**src/shared/rsi_pkg.sv**
```systemverilog
// Constants for the reset state initializer: register map, reset values
// and divider figures. Assumes a 32-bit classic Wishbone register bus.
package rsi_pkg;
  // Byte offsets, one aligned word each
  localparam logic [7:0] OFS_CHOICES2 = 8'h00;
  localparam logic [7:0] OFS_CCR = 8'h04;
  localparam logic [7:0] OFS_REGPOS = 8'h08;
  localparam logic [7:0] OFS_EEPOS = 8'h0c;
  localparam logic [7:0] OFS_CONFIG = 8'h10;
  localparam logic [7:0] OFS_OPTION = 8'h14;
  localparam logic [7:0] OFS_PRIO = 8'h18;
  localparam logic [7:0] OFS_TCOUNT = 8'h1c;
  localparam logic [7:0] OFS_TFLAGS = 8'h20;
  localparam logic [7:0] OFS_TMASK = 8'h24;
  localparam logic [7:0] OFS_TMASK2 = 8'h28;
  localparam logic [7:0] OFS_PULSE_ACCUMULATOR_CONTROL = 8'h2c;
  localparam logic [7:0] OFS_TIMER_CONTROL_FIRST = 8'h30;
  localparam logic [7:0] OFS_OUTPUT_COMPARE1_PIN_MASK = 8'h34;
  localparam logic [7:0] OFS_BAUD = 8'h38;
  localparam logic [7:0] OFS_SCCTL = 8'h3c;
  localparam logic [7:0] OFS_SCSTAT = 8'h40;
  localparam logic [7:0] OFS_SPCTL = 8'h44;
  localparam logic [7:0] OFS_SPDAT = 8'h48;
  localparam logic [7:0] OFS_CONVERTER_CONTROL = 8'h4c;
  localparam logic [7:0] OFS_OC_BASE = 8'h50;
  // Reset values
  localparam logic [7:0] RST_CCR = 8'hd0;
  localparam logic [7:0] RST_OPTION = 8'h10;
  localparam logic [4:0] RST_PSEL = 5'h06;
  localparam logic [15:0] RST_BAUD = 16'h0004;
  localparam logic [7:0] RST_SCSTAT = 8'hc0;
  localparam logic [15:0] RST_OC = 16'hffff;
  // Field positions
  localparam int CCR_S = 7;
  localparam int CCR_X = 6;
  localparam int CCR_I = 4;
  localparam int OPT_CONVERTER_POWER_UP = 7;
  localparam int OPT_IRQE = 5;
  localparam int OPT_DLY = 4;
  localparam int OPT_CME = 3;
  localparam int OPT_CLOCK_MONITOR_FORCE = 2;
  localparam int CH2_LSB_FIRST_SELECT = 7;
  localparam int CH2_XTRA = 6;
  localparam int CFG_CLOCK_OUT_ENABLE = 1;
  localparam int CFG_WDOFF = 0;
  localparam int PAC_EN = 6;
  localparam int PAC_I4O5 = 2;
  localparam int SPC_EN = 6;
  localparam int TMK2_PIE = 6;
  localparam int NUM_OC = 5;
  // Memory placement
  localparam logic [15:0] RAM_FIRST = 16'h0080;
  localparam logic [15:0] RAM_LAST_FULL = 16'h067f;
  localparam logic [15:0] RAM_LAST_SMALL = 16'h047f;
  localparam logic [15:0] REG_SPAN = 16'h007f;
  localparam logic [15:0] EE_FIRST = 16'h0d80;
  localparam logic [15:0] EE_SPAN = 16'h027f;
  // Divider half periods and shifter extra divide factor
  localparam logic [1:0] XO_HALF4 = 2'h2;
  localparam logic [1:0] XO_HALF6 = 2'h3;
  localparam logic [1:0] XO_HALF8 = 2'h0;
  localparam int SPI_EXTRA_DIV = 4;
endpackage

```
**src/rtl/rsi_top.sv**
```systemverilog
// Reset state initializer: control bits with defined start values,
// memory placement, a small timer, clock output divider and shifter.
// Assumes a classic Wishbone master on clk_i; pins arrive unsynchronised.
//
// Notes on behaviour
// Clock out divides by 1,4,6,8
// Shift order LSB first when select set
// Extra rate bit adds divide by four
// Reset sets X, I and S bits
// Register block position resets to zero
// RAM placed at 0x0080 after reset
// EEPROM position zero, block at 0x0d80
// Timer count zero, compares all ones
// Compare pin mask cleared, captures disabled
// Timer flags and enables cleared on reset
// Capture4/compare5 select cleared, pin undriven
// Periodic enable and rate bits cleared
// Pulse accumulator off, line 7 input
// Watchdog follows disable bit, rate zero
// Baud loads 0x0004, serial disabled
// Eight-bit frames, no break or wake-up
// Transmit flags set, receive flags clear
// Shifter off, converter power and flag clear
// Priority select loads 00110 on reset
// Mode bits capture mode pins at release
// Level request, delay set, monitor off
// Maskable needs I clear, non-maskable needs X clear
`timescale 1ns/1ps
module rsi_top
  import rsi_pkg::*;
#(
  parameter logic [7:0] CONFIG_RESET = 8'h00,
  parameter bit SMALL_RAM = 1'b0
) (
  // Clock, reset, enable
  input wire logic clk_i,
  input wire logic rst_i,
  input wire logic ce_i,
  // Wishbone slave
  input wire logic wb_cyc_i,
  input wire logic wb_stb_i,
  input wire logic wb_we_i,
  input wire logic [7:0] wb_adr_i,
  input wire logic [3:0] wb_sel_i,
  input wire logic [31:0] wb_dat_i,
  output logic [31:0] wb_dat_o,
  output logic wb_ack_o,
  // Pins
  input wire logic mode_pin_a_i,
  input wire logic mode_pin_b_i,
  input wire logic nonmaskable_request_pin_n_i,
  input wire logic spi_miso_i,
  output logic spi_sck_o,
  output logic spi_mosi_o,
  output logic clock_out_pin_o,
  // Interrupt recognition
  input wire logic [18:0] maskable_src_i,
  output logic maskable_pending_o,
  output logic nonmaskable_pending_o,
  // Memory decode
  input wire logic [15:0] cpu_addr_i,
  output logic reg_hit_o,
  output logic ram_hit_o,
  output logic eeprom_hit_o,
  // Peripheral state
  output logic watchdog_enable_o,
  output logic [1:0] watchdog_rate_select_o,
  output logic clock_monitor_on_o,
  output logic irq_edge_mode_o,
  output logic stop_recovery_delay_o,
  output logic port_a_line3_driven_o,
  output logic pulse_accum_input_o
);
  logic [7:0] choices2_ff, ccr_ff, regpos_ff, eepos_ff, config_ff;
  logic [7:0] option_ff, tmask2_ff, pulse_accumulator_control_ff, timer_control_first_ff, output_compare1_pin_mask_ff;
  logic [7:0] scctl_ff, spctl_ff, converter_control_ff, spdat_ff, spshift_ff;
  logic [15:0] baud_ff, tcount_ff;
  logic [15:0] oc_ff [NUM_OC];
  logic [8:0] tflags_ff, tmask_ff, nxt_tflags;
  logic [4:0] psel_ff;
  logic [2:0] mode_ff;
  logic [3:0] prescale_ff;
  logic [31:0] rd_word;
  logic ack_ff, req, wr, rst_q_ff, tick;
  logic [1:0] mda_sync_ff, mdb_sync_ff, nmi_sync_ff, miso_sync_ff;

  assign req = wb_cyc_i & wb_stb_i;
  assign wr = req & wb_we_i & ack_ff & wb_sel_i[0];

  function automatic logic hit(input logic [7:0] ofs);
    hit = wr & (wb_adr_i == ofs);
  endfunction

  ////////////////////////////////////////////////////////////////////////
  // Bus slave: ack one cycle after the request, write at the ack edge
  always_ff @(posedge clk_i) begin
    if (rst_i) begin
      ack_ff <= 1'b0;
      wb_dat_o <= 32'h0000_0000;
    end else if (ce_i) begin
      ack_ff <= req & ~ack_ff;
      if (req & ~ack_ff) begin
        wb_dat_o <= rd_word;
      end
    end
  end
  assign wb_ack_o = ack_ff;

  always_comb begin
    rd_word = 32'h0000_0000;
    unique case (wb_adr_i)
      OFS_CHOICES2: rd_word[7:0] = choices2_ff;
      OFS_CCR: rd_word[7:0] = ccr_ff;
      OFS_REGPOS: rd_word[7:0] = regpos_ff;
      OFS_EEPOS: rd_word[7:0] = eepos_ff;
      OFS_CONFIG: rd_word[7:0] = config_ff;
      OFS_OPTION: rd_word[7:0] = option_ff;
      OFS_PRIO: rd_word[7:0] = {mode_ff, psel_ff};
      OFS_TCOUNT: rd_word[15:0] = tcount_ff;
      OFS_TFLAGS: rd_word[8:0] = tflags_ff;
      OFS_TMASK: rd_word[8:0] = tmask_ff;
      OFS_TMASK2: rd_word[7:0] = tmask2_ff;
      OFS_PULSE_ACCUMULATOR_CONTROL: rd_word[7:0] = pulse_accumulator_control_ff;
      OFS_TIMER_CONTROL_FIRST: rd_word[7:0] = timer_control_first_ff;
      OFS_OUTPUT_COMPARE1_PIN_MASK: rd_word[7:0] = output_compare1_pin_mask_ff;
      OFS_BAUD: rd_word[15:0] = baud_ff;
      OFS_SCCTL: rd_word[7:0] = scctl_ff;
      OFS_SCSTAT: rd_word[7:0] = RST_SCSTAT;
      OFS_SPCTL: rd_word[7:0] = spctl_ff;
      OFS_SPDAT: rd_word[7:0] = spdat_ff;
      OFS_CONVERTER_CONTROL: rd_word[7:0] = converter_control_ff;
      default: begin
        for (int k = 0; k < NUM_OC; k++) begin
          if (wb_adr_i == OFS_OC_BASE + 8'(4 * k)) begin
            rd_word[15:0] = oc_ff[k];
          end
        end
      end
    endcase
  end

  ////////////////////////////////////////////////////////////////////////
  // Pin synchronisers; the first stage feeds only the second
  always_ff @(posedge clk_i) begin
    if (rst_i) begin
      nmi_sync_ff <= 2'h3;
      miso_sync_ff <= 2'h0;
    end else if (ce_i) begin
      nmi_sync_ff <= {nmi_sync_ff[0], nonmaskable_request_pin_n_i};
      miso_sync_ff <= {miso_sync_ff[0], spi_miso_i};
    end
  end

  // Mode pins sample through reset so their level is ready at release
  always_ff @(posedge clk_i) begin
    if (ce_i) begin
      mda_sync_ff <= {mda_sync_ff[0], mode_pin_a_i};
      mdb_sync_ff <= {mdb_sync_ff[0], mode_pin_b_i};
    end
  end

  ////////////////////////////////////////////////////////////////////////
  // CPU mask bits, placement, system options
  always_ff @(posedge clk_i) begin
    if (rst_i) begin
      ccr_ff <= RST_CCR;
      regpos_ff <= 8'h00;
      eepos_ff <= 8'h00;
      choices2_ff <= 8'h00;
      option_ff <= RST_OPTION;
      config_ff <= CONFIG_RESET;
      psel_ff <= RST_PSEL;
    end else if (ce_i) begin
      // X may be cleared by software but never set again
      if (hit(OFS_CCR)) begin
        ccr_ff <= {wb_dat_i[7], ccr_ff[CCR_X] & wb_dat_i[6], wb_dat_i[5:0]};
      end
      if (hit(OFS_REGPOS)) regpos_ff <= wb_dat_i[7:0];
      if (hit(OFS_EEPOS)) eepos_ff <= wb_dat_i[7:0];
      if (hit(OFS_CHOICES2)) choices2_ff <= wb_dat_i[7:0];
      if (hit(OFS_CONFIG)) config_ff <= wb_dat_i[7:0];
      // Force monitor stays on until the next reset
      if (hit(OFS_OPTION)) begin
        option_ff <= wb_dat_i[7:0] | (option_ff & 8'(1 << OPT_CLOCK_MONITOR_FORCE));
      end
      if (hit(OFS_PRIO)) psel_ff <= wb_dat_i[4:0];
    end
  end

  // Mode levels taken on the first cycle after reset release
  always_ff @(posedge clk_i) begin
    if (rst_i) begin
      rst_q_ff <= 1'b1;
      mode_ff <= 3'h0;
    end else if (ce_i) begin
      rst_q_ff <= 1'b0;
      if (rst_q_ff) begin
        mode_ff <= {~mdb_sync_ff[1] & ~mda_sync_ff[1], ~mdb_sync_ff[1],
                    mda_sync_ff[1]};
      end
    end
  end

  ////////////////////////////////////////////////////////////////////////
  // Timer: prescaled count, compares, flags with set winning over clear
  always_comb begin
    nxt_tflags = tflags_ff;
    if (hit(OFS_TFLAGS)) nxt_tflags = tflags_ff & ~wb_dat_i[8:0];
    if (tick) begin
      for (int k = 0; k < NUM_OC; k++) begin
        if (tcount_ff == oc_ff[k]) nxt_tflags[7 - k] = 1'b1;
      end
      if (tcount_ff == 16'hffff) nxt_tflags[8] = 1'b1;
    end
  end

  always_comb begin
    unique case (tmask2_ff[1:0])
      2'h0: tick = 1'b1;
      2'h1: tick = prescale_ff[1:0] == 2'h3;
      2'h2: tick = prescale_ff[2:0] == 3'h7;
      2'h3: tick = prescale_ff == 4'hf;
    endcase
  end

  always_ff @(posedge clk_i) begin
    if (rst_i) begin
      tcount_ff <= 16'h0000;
      prescale_ff <= 4'h0;
      tflags_ff <= 9'h000;
      tmask_ff <= 9'h000;
      tmask2_ff <= 8'h00;
      pulse_accumulator_control_ff <= 8'h00;
      timer_control_first_ff <= 8'h00;
      output_compare1_pin_mask_ff <= 8'h00;
    end else if (ce_i) begin
      prescale_ff <= prescale_ff + 4'h1;
      if (tick) tcount_ff <= tcount_ff + 16'h0001;
      tflags_ff <= nxt_tflags;
      if (hit(OFS_TMASK)) tmask_ff <= wb_dat_i[8:0];
      if (hit(OFS_TMASK2)) tmask2_ff <= wb_dat_i[7:0];
      if (hit(OFS_PULSE_ACCUMULATOR_CONTROL)) pulse_accumulator_control_ff <= wb_dat_i[7:0];
      if (hit(OFS_TIMER_CONTROL_FIRST)) timer_control_first_ff <= wb_dat_i[7:0];
      if (hit(OFS_OUTPUT_COMPARE1_PIN_MASK)) output_compare1_pin_mask_ff <= wb_dat_i[7:0];
    end
  end

  for (genvar g = 0; g < NUM_OC; g++) begin : g_oc
    always_ff @(posedge clk_i) begin
      if (rst_i) begin
        oc_ff[g] <= RST_OC;
      end else if (ce_i && wr && wb_adr_i == OFS_OC_BASE + 8'(4 * g)) begin
        oc_ff[g] <= wb_dat_i[15:0];
      end
    end
  end

  ////////////////////////////////////////////////////////////////////////
  // Serial and converter control
  always_ff @(posedge clk_i) begin
    if (rst_i) begin
      baud_ff <= RST_BAUD;
      scctl_ff <= 8'h00;
      spctl_ff <= 8'h00;
      converter_control_ff <= 8'h00;
    end else if (ce_i) begin
      if (hit(OFS_BAUD)) baud_ff <= wb_dat_i[15:0];
      if (hit(OFS_SCCTL)) scctl_ff <= wb_dat_i[7:0];
      if (hit(OFS_SPCTL)) spctl_ff <= wb_dat_i[7:0];
      if (hit(OFS_CONVERTER_CONTROL)) converter_control_ff <= {1'b0, wb_dat_i[6:0]};
    end
  end

  ////////////////////////////////////////////////////////////////////////
  // Shifter: one byte per data write, idle clock low
  logic [6:0] sp_half, sp_cnt_ff;
  logic [3:0] sp_bits_ff;
  logic sp_busy_ff, sp_sck_ff, sp_lsb;
  assign sp_lsb = choices2_ff[CH2_LSB_FIRST_SELECT];
  always_comb begin
    unique case (spctl_ff[1:0])
      2'h0: sp_half = 7'h01;
      2'h1: sp_half = 7'h02;
      2'h2: sp_half = 7'h08;
      2'h3: sp_half = 7'h10;
    endcase
    // Extra stage costs slower reprogramming but frees a rate code
    if (choices2_ff[CH2_XTRA]) begin
      sp_half = 7'(sp_half * SPI_EXTRA_DIV);
    end
  end

  always_ff @(posedge clk_i) begin
    if (rst_i) begin
      sp_busy_ff <= 1'b0;
      sp_sck_ff <= 1'b0;
      sp_cnt_ff <= 7'h00;
      sp_bits_ff <= 4'h0;
      spshift_ff <= 8'h00;
      spdat_ff <= 8'h00;
    end else if (ce_i) begin
      if (!sp_busy_ff) begin
        if (hit(OFS_SPDAT) && spctl_ff[SPC_EN]) begin
          spshift_ff <= wb_dat_i[7:0];
          sp_busy_ff <= 1'b1;
          sp_cnt_ff <= 7'h00;
          sp_bits_ff <= 4'h0;
        end
      end else if (sp_cnt_ff == sp_half - 7'h01) begin
        sp_cnt_ff <= 7'h00;
        sp_sck_ff <= ~sp_sck_ff;
        if (sp_sck_ff) begin
          if (sp_lsb) begin
            spshift_ff <= {miso_sync_ff[1], spshift_ff[7:1]};
          end else begin
            spshift_ff <= {spshift_ff[6:0], miso_sync_ff[1]};
          end
          sp_bits_ff <= sp_bits_ff + 4'h1;
          if (sp_bits_ff == 4'h7) begin
            sp_busy_ff <= 1'b0;
            spdat_ff <= sp_lsb ? {miso_sync_ff[1], spshift_ff[7:1]} :
                                 {spshift_ff[6:0], miso_sync_ff[1]};
          end
        end
      end else begin
        sp_cnt_ff <= sp_cnt_ff + 7'h01;
      end
    end
  end
  assign spi_sck_o = sp_sck_ff;
  assign spi_mosi_o = sp_lsb ? spshift_ff[0] : spshift_ff[7];

  ////////////////////////////////////////////////////////////////////////
  // Clock output divider; divide by one passes the crystal clock gated
  logic [1:0] xo_cnt_ff, xo_half;
  logic xo_ff, xo_en;
  assign xo_en = config_ff[CFG_CLOCK_OUT_ENABLE];
  always_comb begin
    unique case (choices2_ff[1:0])
      2'h1: xo_half = XO_HALF4;
      2'h2: xo_half = XO_HALF6;
      default: xo_half = XO_HALF8;
    endcase
  end
  always_ff @(posedge clk_i) begin
    if (rst_i) begin
      xo_cnt_ff <= 2'h0;
      xo_ff <= 1'b0;
    end else if (ce_i) begin
      if (!xo_en) begin
        xo_cnt_ff <= 2'h0;
        xo_ff <= 1'b0;
      // At or past the end: a shorter code chosen mid period wraps at once
      end else if (xo_cnt_ff >= xo_half - 2'h1) begin
        xo_cnt_ff <= 2'h0;
        xo_ff <= ~xo_ff;
      end else begin
        xo_cnt_ff <= xo_cnt_ff + 2'h1;
      end
    end
  end
  // Gated clock may glitch when the select changes mid period
  assign clock_out_pin_o = !xo_en ? 1'b0 :
                           choices2_ff[1:0] == 2'h0 ? clk_i : xo_ff;

  ////////////////////////////////////////////////////////////////////////
  // Interrupt recognition and peripheral state
  assign maskable_pending_o = |maskable_src_i & ~ccr_ff[CCR_I];
  assign nonmaskable_pending_o = ~nmi_sync_ff[1] & ~ccr_ff[CCR_X];
  assign watchdog_enable_o = ~config_ff[CFG_WDOFF];
  assign watchdog_rate_select_o = option_ff[1:0];
  assign clock_monitor_on_o = option_ff[OPT_CME] | option_ff[OPT_CLOCK_MONITOR_FORCE];
  assign irq_edge_mode_o = option_ff[OPT_IRQE];
  assign stop_recovery_delay_o = option_ff[OPT_DLY];
  assign port_a_line3_driven_o = ~pulse_accumulator_control_ff[PAC_I4O5] &
                                 (|timer_control_first_ff[1:0]);
  assign pulse_accum_input_o = ~pulse_accumulator_control_ff[PAC_EN];
  assign reg_hit_o = (cpu_addr_i - {regpos_ff[3:0], 12'h000}) <=
                     REG_SPAN;
  assign ram_hit_o = (cpu_addr_i >= {regpos_ff[7:4], 12'h000} + RAM_FIRST)
                   & (cpu_addr_i <= {regpos_ff[7:4], 12'h000} +
                      (SMALL_RAM ? RAM_LAST_SMALL : RAM_LAST_FULL));
  assign eeprom_hit_o = (cpu_addr_i - ({eepos_ff[7:4], 12'h000} +
                        EE_FIRST)) <= EE_SPAN;

  ////////////////////////////////////////////////////////////////////////
  // Checks
  chk_ccr_reset: assert property (@(posedge clk_i) disable iff (rst_i)
    $fell(rst_i) |-> ccr_ff == RST_CCR) else $error("ccr reset");
  chk_prio_reset: assert property (@(posedge clk_i) disable iff (rst_i)
    $fell(rst_i) |-> psel_ff == RST_PSEL) else $error("psel");
  chk_timer_reset: assert property (@(posedge clk_i) disable iff (rst_i)
    $fell(rst_i) |-> tcount_ff == 16'h0000 && oc_ff[4] == RST_OC &&
    tflags_ff == 9'h000) else $error("timer reset");
  chk_option_reset: assert property (@(posedge clk_i) disable iff (rst_i)
    $fell(rst_i) |-> stop_recovery_delay_o && !clock_monitor_on_o &&
    !irq_edge_mode_o) else $error("option reset");
  chk_serial_reset: assert property (@(posedge clk_i) disable iff (rst_i)
    $fell(rst_i) |-> baud_ff == RST_BAUD && scctl_ff == 8'h00)
    else $error("serial reset");
  chk_flag_set: assert property (@(posedge clk_i) disable iff (rst_i)
    ce_i && tick && tcount_ff == oc_ff[0] |=> tflags_ff[7])
    else $error("compare flag lost");
  chk_mode_capture: assert property (@(posedge clk_i) disable iff (rst_i)
    ce_i && rst_q_ff |=> mode_ff[0] == $past(mda_sync_ff[1]))
    else $error("mode capture");
  chk_xo_bound: assert property (@(posedge clk_i) disable iff (rst_i)
    xo_en && choices2_ff[1:0] == 2'h1 && ce_i && $stable(choices2_ff)
    |-> xo_cnt_ff <= 2'h1) else $error("clock out divide");
  chk_nmi_gate: assert property (@(posedge clk_i) disable iff (rst_i)
    ccr_ff[CCR_X] |-> !nonmaskable_pending_o) else $error("nmi");
  chk_shift_len: assert property (@(posedge clk_i) disable iff (rst_i)
    sp_busy_ff |-> sp_bits_ff <= 4'h7) else $error("shift length");
  cov_shift: cover property (@(posedge clk_i) $fell(sp_busy_ff));
  cov_overflow: cover property (@(posedge clk_i) $rose(tflags_ff[8]));
  cov_clear_x: cover property (@(posedge clk_i) $fell(ccr_ff[CCR_X]));
endmodule

```
**config.mk**
```make
export PLATFORM = sky130hd
export DESIGN_NAME = rsi_top
export DESIGN_NICKNAME = d
export VERILOG_FILES = /design/src/shared/rsi_pkg.sv /design/src/rtl/rsi_top.sv
export SDC_FILE = /design/constraint.sdc
export NUM_CORES = 1
export LEC_CHECK = 0
export ABC_AREA = 1
export BUFFER_PORTS_ARGS = -buffer_cell sky130_fd_sc_hd__buf_2
export CORE_MARGIN = 10
export CORE_UTILIZATION = 60
export DETAILED_ROUTE_END_ITERATION = 7
export HOLD_SLACK_MARGIN = 0.02
export PLACE_DENSITY_LB_ADDON = 0.3
export SLEW_MARGIN = 10
export SYNTH_ARGS = -nofsm -noshare
export SYNTH_HDL_FRONTEND = slang
export SYNTH_SLANG_ARGS = --single-unit
```
**constraint.sdc**
```tcl
create_clock -name clk_i -period 3.1 [get_ports clk_i]
set_input_delay 0 -clock clk_i [delete_from_list [all_inputs] [get_ports clk_i]]
set_output_delay 0 -clock clk_i [all_outputs]
set_load 0.01 [all_outputs]
```
# Yosys cells after proc, flatten, opt, wreduce, memory -nomap -nowiden
# Memories as Yosys holds them, arrays and structs flattened.
# Index checks and enable logic that the tools add are counted.
[totals]
regBits = 223
ram_bits = 80
input_bits = 89
output_inout_bits = 49
wordCells = 256
mem_count = 1
[mem_list]
columns = ["memory", "depth", "word_bits", "rd", "rd_ports_with_merged_regs", "write_ports", "line", "source"]
rows = [
  ["oc_ff", 5, 16, 5, 0, 5, "rsi_top.sv:78", "logic [15:0] oc_ff [NUM_OC];"],
]
[op_classes]
add_sub_neg = 12
order_cmp = 5
eq_ne = 46
muxes = 66
n_bitwise = 49
n_reduce_logical = 41
[ops]
columns = ["cell", "n"]
rows = [
  ["$mux 16", 10],
  ["$pmux 8 s20", 1],
  ["$eq 16x16->1", 5],
  ["$eq 8x7->1 const B", 9],
  ["$eq 8x6->1 const B", 8],
  ["$reduce_and 2->1", 22],
  ["$mux 8", 5],
  ["$mux 1", 33],
  ["$eq 8x5->1 const B", 4],
  ["$sub 16x16->16", 2],
  ["$and 1x1->1", 29],
  ["$mux 7", 4],
  ["$pmux 7 s4", 1],
  ["$pmux 7 s3", 1],
  ["$reduce_or 19->1", 1],
  ["$reduce_or 18->1", 1],
  ["$add 16x1->16 const B", 1],
  ["$add 16x11->16 const B", 1],
  ["$add 16x12->16 const B", 1],
  ["$add 16x8->16 const B", 1],
  ["$eq 16x16->1 const B", 1],
  ["$eq 8x4->1 const B", 2],
  ["$ge 16x16->1", 1],
  ["$le 16x10->1 const B", 1],
  ["other kinds (37)", 74],
]

# Logic depth before layout (Yosys ltp)
# Gate-level depths: netlist (run 1).
[logic_depth]
word_depth = 10
ltp_mapped = 15
mapped_depth_nobuf = 15

==> results of run 1 <==
metal layers:
metal | up-vias | GRT usage, % | wire, um
met5 | - | 0 | 0
met4 | 0 | 12.87 | 2322
met3 | 158 | 4.588 | 4667
met2 | 798 | 49.55 | 24380
met1 | 7279 | 36.54 | 19890
li1 | 7467 | - | -
where the power goes:
part	internal, mW	switching, mW	total [mW]
logic	0.201	0.420	0.621
registers	4.09	0.0251	4.12
clock network	2.49	1.63	4.12
total	6.79	2.07	8.86
cell type report:
class / count / area (um^2) / share of cell area, %
multi-input cells: 1599 / 7969 / 43.21
flip-flops and latches: 303 / 6907 / 37.45
repair buffers: 170 / 1111 / 6.025
clock buffers: 45 / 923.4 / 5.007
inverters: 235 / 887.1 / 4.810
well taps: 341 / 426.7 / 2.314
clock inverters: 15 / 215.2 / 1.167
diodes: 1 / 2.502 / 0.01357
cell usage after synthesis, types with 5 or more instances:
master	instances
inv_1	223
dfxtp_1	219
a211oi_1	6
inv_2	6
nand3b_1	5
xnor2_1	58
or2_2	9
nor3_1	15
buf_4	33
buf_2	27
nand4_1	40
nand2_1	581
o211ai_1	16
ha_1	41
xor2_1	23
edfxtp_1	84
nor4_1	8
nor2_1	215
a21oi_1	193
clkbuf_1	47
nand3_1	109
clkinv_1	5
nor2_2	19
o21ai_0	207
cell families (layout without fill, tap and decap cells):
kind of cell,Yosys count,in the layout
AO/OA/AOI/OAI,438,438
AND/OR/NAND/NOR,1021,1021
buffers and inverters,347,465
flip-flops,303,303
multiplexers,1,1
other,1,17
XOR/XNOR,81,81
adder cells (fa/ha/maj),42,42
cell usage in the layout, fill, tap and decap left out, drive strengths merged, types with 2 or more instances in the layout:
master,instances
and2,2
a211oi,6
bufinv,5
nand2,585
clkinvlp,3
a221oi,2
nand3,109
nand3b,5
xor2,23
or2,9
clkinv,12
inv,230
o21bai,2
conb,16
dfxtp,219
edfxtp,84
nor3,20
o22ai,4
o2111ai,3
dlygate4sd3,30
a21oi,194
nand4,41
buf,141
xnor2,58
o211ai,16
nor2,240
clkbuf,44
o21ai,207
ha,41
nor4,8
per-stage QoR:
step | power, mW | setup WS [ns] | util, % | cell area, um^2 | cells
floorplan | 4.574 | 0.4910 | - | 16340 | 2249
global placement | 4.778 | 0.8117 | 63.45 | 17010 | 2619
detailed placement | 4.788 | 0.7506 | 63.45 | 17010 | 2619
CTS | 8.855 | 0.3903 | 68.80 | 18440 | 2708
global route | 9.092 | 0.1933 | 68.80 | 18440 | 2708
finish | 8.858 | 0.3991 | 68.81 | 18440 | 2709
timing repair:
item | CTS | global route
hold buffers | 30 | 0
endpoints found under the hold margin | 158 | 0
resized for setup | 0 | 0
registers in the layout, indices dropped and copies added (netlist names), 9 cells and up:
name / cells
baud_ff: 16
oc_ff: 80
wb_dat_o: 16
tflags_ff: 9
tmask_ff: 9
tcount_ff: 16
worst max-delay path by stage:
stage | startpoint | endpoint | slack, ns | cells after the start
CTS | eepos_ff[4] | eeprom_hit_o | 0.39 | 15
global placement | wb_ack_o | regpos_ff[3] | 0.81 | 9
finish | eepos_ff[4] | eeprom_hit_o | 0.40 | 15
detailed placement | wb_ack_o | regpos_ff[0] | 0.75 | 9
global route | eepos_ff[4] | eeprom_hit_o | 0.19 | 15
floorplan | wb_ack_o | oc_ff[4][0] | 0.49 | 6
critical path, stage by stage, from the launching register on:
cell     delay [ns]
dfxtp_1        0.32
ha_1           0.27
inv_1          0.04
ha_1           0.34
nand2_1        0.10
nand2_1        0.07
nand3_1        0.07
nand2_1        0.06
a21oi_1        0.17
nand2_1        0.09
nand2_1        0.06
nand2_1        0.05
nor2_1         0.10
nand3_1        0.08
nor2_1         0.08
buf_2          0.14
==> results.json, run 1 <==
{
  "synth-simple-area-share_pct": 26.72,
  "startpoint_type": "register",
  "n_fill_cell": 2311,
  "final_hold_viol_count": 0,
  "rows": 60,
  "r2r_cells": 9,
  "setup_viol": 0,
  "hold_class": "input pin to register",
  "fmax_mhz": 370.3,
  "grt_antenna_before_repair": 0,
  "clock_latency_ns": 0.68,
  "drive_gt1_share_pct": 10.44,
  "io_pins": 138,
  "critical_path.reg2reg.startpoint": "wb_ack_o",
  "yosysTopAreaCellShare_pct": 26.92,
  "max_slew_margin_pct": 33.31,
  "synth_area_leaders": "dfxtp_1, edfxtp_1, nand2_1",
  "avgSynthCellArea_um2": 7.289,
  "clkTransAtPathRegs_ns": 0.06,
  "ys_seq_area_share_pct": 42.42,
  "whs_path_depth": 5,
  "dp_hpwl_um": 36980,
  "syn_to_final_growth_pct": 13.25,
  "wire_per_inst_um": 18.92,
  "finalWeightedCongestion": 1.007,
  "numPortBuffers": 102,
  "min_to": "wb_dat_o[12]",
  "p_leak_nw": 7.748,
  "holdCritStartpoint": "wb_adr_i[5]",
  "synth-compound-area-share_pct": 14.12,
  "synth_warnings": 0,
  "core-area_um2": 26800,
  "grt_max_degree": 93,
  "setup_tns_ns": 0,
  "hold-worst-slack_ns": 0.04858,
  "async_flop_share_pct": 0,
  "cp_data_required_time_ns": 3.10,
  "vdd_drop_max_v": 0.0006493,
  "start_util_pct": 60.76,
  "reg2reg_to": "regpos_ff[0]",
  "rsz0062_at_grt": "false",
  "syn_area_um2": 16280,
  "muxShareOfSynthArea_pct": 0.06147,
  "cap_violations": 0,
  "drt_wl_total_um": 51260,
  "end_kind": "primary output",
  "ant_nets": 0,
  "worstSetupPathType": "register to primary output",
  "via_per_inst": 5.796,
  "p_per_area_nw_per_um2": 480.3,
  "die_area_um2": 34130,
  "synth-main-ff-cell": "dfxtp_1",
  "synth.distinct_cells": 49,
  "synth_top_family_by_area": "simple AND/OR/NAND/NOR gates",
  "drt_drc_violations_left": 0,
  "path_max_fanout": 5,
  "netlist_instances": 2234,
  "overflow": 0,
  "ys_ff_latch": 303,
  "slew_violations": 0,
  "cts_tree": "done",
  "status": "finished clean",
  "die_h_um": 184.7,
  "die_w_um": 184.7,
  "vias": 15702,
  "yosysTopAreaCell": "dfxtp_1",
  "cts_setup_buffers": 0,
  "finalCritPeriodShare_pct": 87.13,
  "synth_edf_count": 84,
  "worstPathArrival_ns": 2.70,
  "fin_crit_ns": 2.701,
  "dr.pass1.iters": 8,
  "nNetsFinal": 2475,
  "reg2reg_slack_ns": 0.63,
  "grt_pass1_vias": 15004,
  "grt_pass1_wl_um": 79610,
  "worst_pin_slew_ns": 0.9942,
  "skew_ns": 0.01458,
  "grt_usage_pct": 29.43,
  "drt_iter0_markers": 1842,
  "synth-xor-area-share_pct": 4.357,
  "synth_fa_ha_area_share_pct": 3.273
}
Note: power is estimated with default switching activity, not from simulation.
==> inputs of run 2 (changes only) <==
--- a/config.mk
+++ b/config.mk
@@ -11,7 +11,7 @@
 export CORE_UTILIZATION = 60
 export DETAILED_ROUTE_END_ITERATION = 7
 export HOLD_SLACK_MARGIN = 0.02
-export PLACE_DENSITY_LB_ADDON = 0.3
+export PLACE_DENSITY = 0.86
 export SLEW_MARGIN = 10
 export SYNTH_ARGS = -nofsm -noshare
 export SYNTH_HDL_FRONTEND = slang
==> results.json, run 2 (synthesis results as in run 1) <==
{
  "worst_pin_slew_ns": 0.9180,
  "rsz0062_at_grt": "false",
  "grt_pass1_vias": 15180,
  "dp_slack_ns": 0.5985,
  "cap_violations": 0,
  "vdd_drop_max_v": 0.0003662,
  "cp_top_family": "simple AND/OR/NAND/NOR gates",
  "vias": 15935,
  "dp_hpwl_um": 35770,
  "start_util_pct": 60.76,
  "drt_iter0_markers": 2213,
  "switching_share_pct": 23.63,
  "max_slew_margin_pct": 38.42,
  "numPortBuffers": 102,
  "path_cells": "ha_1, inv_1, ha_1, nand2_1, or2_2, nand3_1, nor2_1, nand3_1, nand2_1, nor2_1, nand3_1, nor2_1, buf_2",
  "die_area_um2": 34130,
  "clock_latency_ns": 0.68,
  "grt_antenna_before_repair": 1,
  "finalPower_mw": 8.752,
  "via_per_inst": 5.891,
  "hold_class": "input pin to register",
  "drive_gt1_share_pct": 10.28,
  "reg2reg_slack_ns": 0.47,
  "rows": 60,
  "p_leak_nw": 7.723,
  "cp.depth": 13,
  "reg2reg_to": "oc_ff[0][14]",
  "p_comb_share_pct": 7.0,
  "ant_nets": 0,
  "die_h_um": 184.7,
  "final_cell_mix": "nand2_1, inv_1, dfxtp_1",
  "power_frac_clock_pct": 45.9,
  "cp_data_required_time_ns": 3.10,
  "wire_per_inst_um": 18.88,
  "fin_ws_ns": 0.3445,
  "critPathLaunch": "eepos_ff[5]",
  "worstSetupPathType": "register to primary output",
  "drt_drc_violations_left": 0,
  "cp_slowest_cell": "ha_1",
  "worstPathArrival_ns": 2.76,
  "slew_violations": 0,
  "startpoint_type": "register",
  "die_w_um": 184.7,
  "top_register": "oc_ff",
  "finalCritPeriodShare_pct": 88.89,
  "nNetsFinal": 2471,
  "hold-worst-slack_ns": 0.03418,
  "dr.pass1.iters": 6,
  "n_fill_cell": 2174,
  "final_hold_viol_count": 0,
  "grt_usage_pct": 29.23,
  "finalWeightedCongestion": 1.002,
  "fin_crit_ns": 2.756,
  "overflow": 0,
  "largest_reg_flops": 80,
  "r2r_cells": 6,
  "setup_viol": 0,
  "grt_max_degree": 93,
  "grt_pass1_wl_um": 79450,
  "mostFrequentLayoutCell": "nand2_1",
  "crit_buf_inv": 2,
  "io_pins": 138,
  "end_kind": "primary output",
  "skew_ns": 0.009876,
  "final_core_util_pct": 68.63,
  "p_int_mw": 6.684,
  "cts_setup_buffers": 0,
  "cts_tree": "done",
  "critPathCapture": "eeprom_hit_o",
  "drt_wl_total_um": 51080,
  "critPathMaxStageDelay_ns": 0.38,
  "path_max_fanout": 6,
  "switchingPower_mw": 2.069,
  "core-area_um2": 26800,
  "setup_tns_ns": 0,
  "seq_power_share_pct": 47.1,
  "fmax_mhz": 362.9,
  "antenna_cells": 0,
  "critical_path.reg2reg.startpoint": "wb_ack_o",
  "clkTransAtPathRegs_ns": 0.07,
  "status": "finished clean",
  "syn_to_final_growth_pct": 12.96,
  "p_per_area_nw_per_um2": 475.9
}
run 2: cell count changes in the layout (fill, tap and decap cells not counted):
cell           before  now
buf_4              38   33
clkbuf_8            3    6
bufinv_16           5    3
clkbuf_1            7    5
clkinv_1            5    7
diode_2             1    0
dlygate4sd3_1      30   31
run 2: area by class of cell:
class / instances / area (um^2) / share of cell area (%)
flip-flops and latches: 303 / 6907 / 37.55
multi-input cells: 1599 / 7969 / 43.33
repair buffers: 166 / 1084 / 5.891
clock buffers: 46 / 957.2 / 5.204
clock inverters: 15 / 162.7 / 0.8844
well taps: 341 / 426.7 / 2.320
inverters: 235 / 887.1 / 4.823
run 2: timing repair:
item / CTS / global route
gates resized for setup: 0 / 0
hold buffers: 31 / 0
hold endpoints to repair: 135 / 0
run 2: worst reg2reg max path, stage by stage (launching register included):
cell     delay, ns
dfxtp_1       0.39
nand2_1       0.10
inv_1         0.06
nand3_1       0.49
buf_4         0.42
nor3_4        0.75
nand2_1       0.15
run 2: worst min-delay path by stage:
stage                        from        endpoint  slack [ns]  cells past startpoint
floorplan           cpu_addr_i[7]       reg_hit_o        0.08                      1
global placement     mode_pin_b_i  mdb_sync_ff[0]        0.18                      1
detailed placement   mode_pin_b_i  mdb_sync_ff[0]        0.18                      1
CTS                      wb_stb_i     wb_dat_o[8]        0.02                      6
global route         mode_pin_a_i  mda_sync_ff[0]        0.06                      2
finish                   wb_stb_i     wb_dat_o[7]        0.03                      6
run 2: power groups by stage:
| stage | logic (mW) | clock network [mW] | registers [mW] |
|---|---|---|---|
| final | 0.609 | 4.02 | 4.13 |
| after global routing | 0.666 | 4.18 | 4.13 |
| after CTS | 0.595 | 4.01 | 4.12 |
| after detailed placement | 0.561 | 0.00755 | 4.21 |
| after global placement | 0.547 | 0.00755 | 4.21 |
| after floorplan | 0.363 | 0.00755 | 4.20 |
run 2: metal layers:
layer | GRT usage, % | routed length [um] | part of all wire [%] | vias to the layer above
met1 | 35.58 | 19200 | 38 | 7283
li1 | - | - | - | 7452
met3 | 5.316 | 5327 | 10 | 223
met5 | 0 | 15 | 0.029 | -
met4 | 14.24 | 2621 | 5.1 | 2
met2 | 48.86 | 23920 | 47 | 975
run 2: through the flow:
stage,instance area (um^2),instances
2_1_floorplan,16340,2249
3_3_place_gp,16970,2614
3_5_place_dp,16970,2614
4_1_cts,18390,2705
5_1_grt,18390,2705
6_report,18390,2705
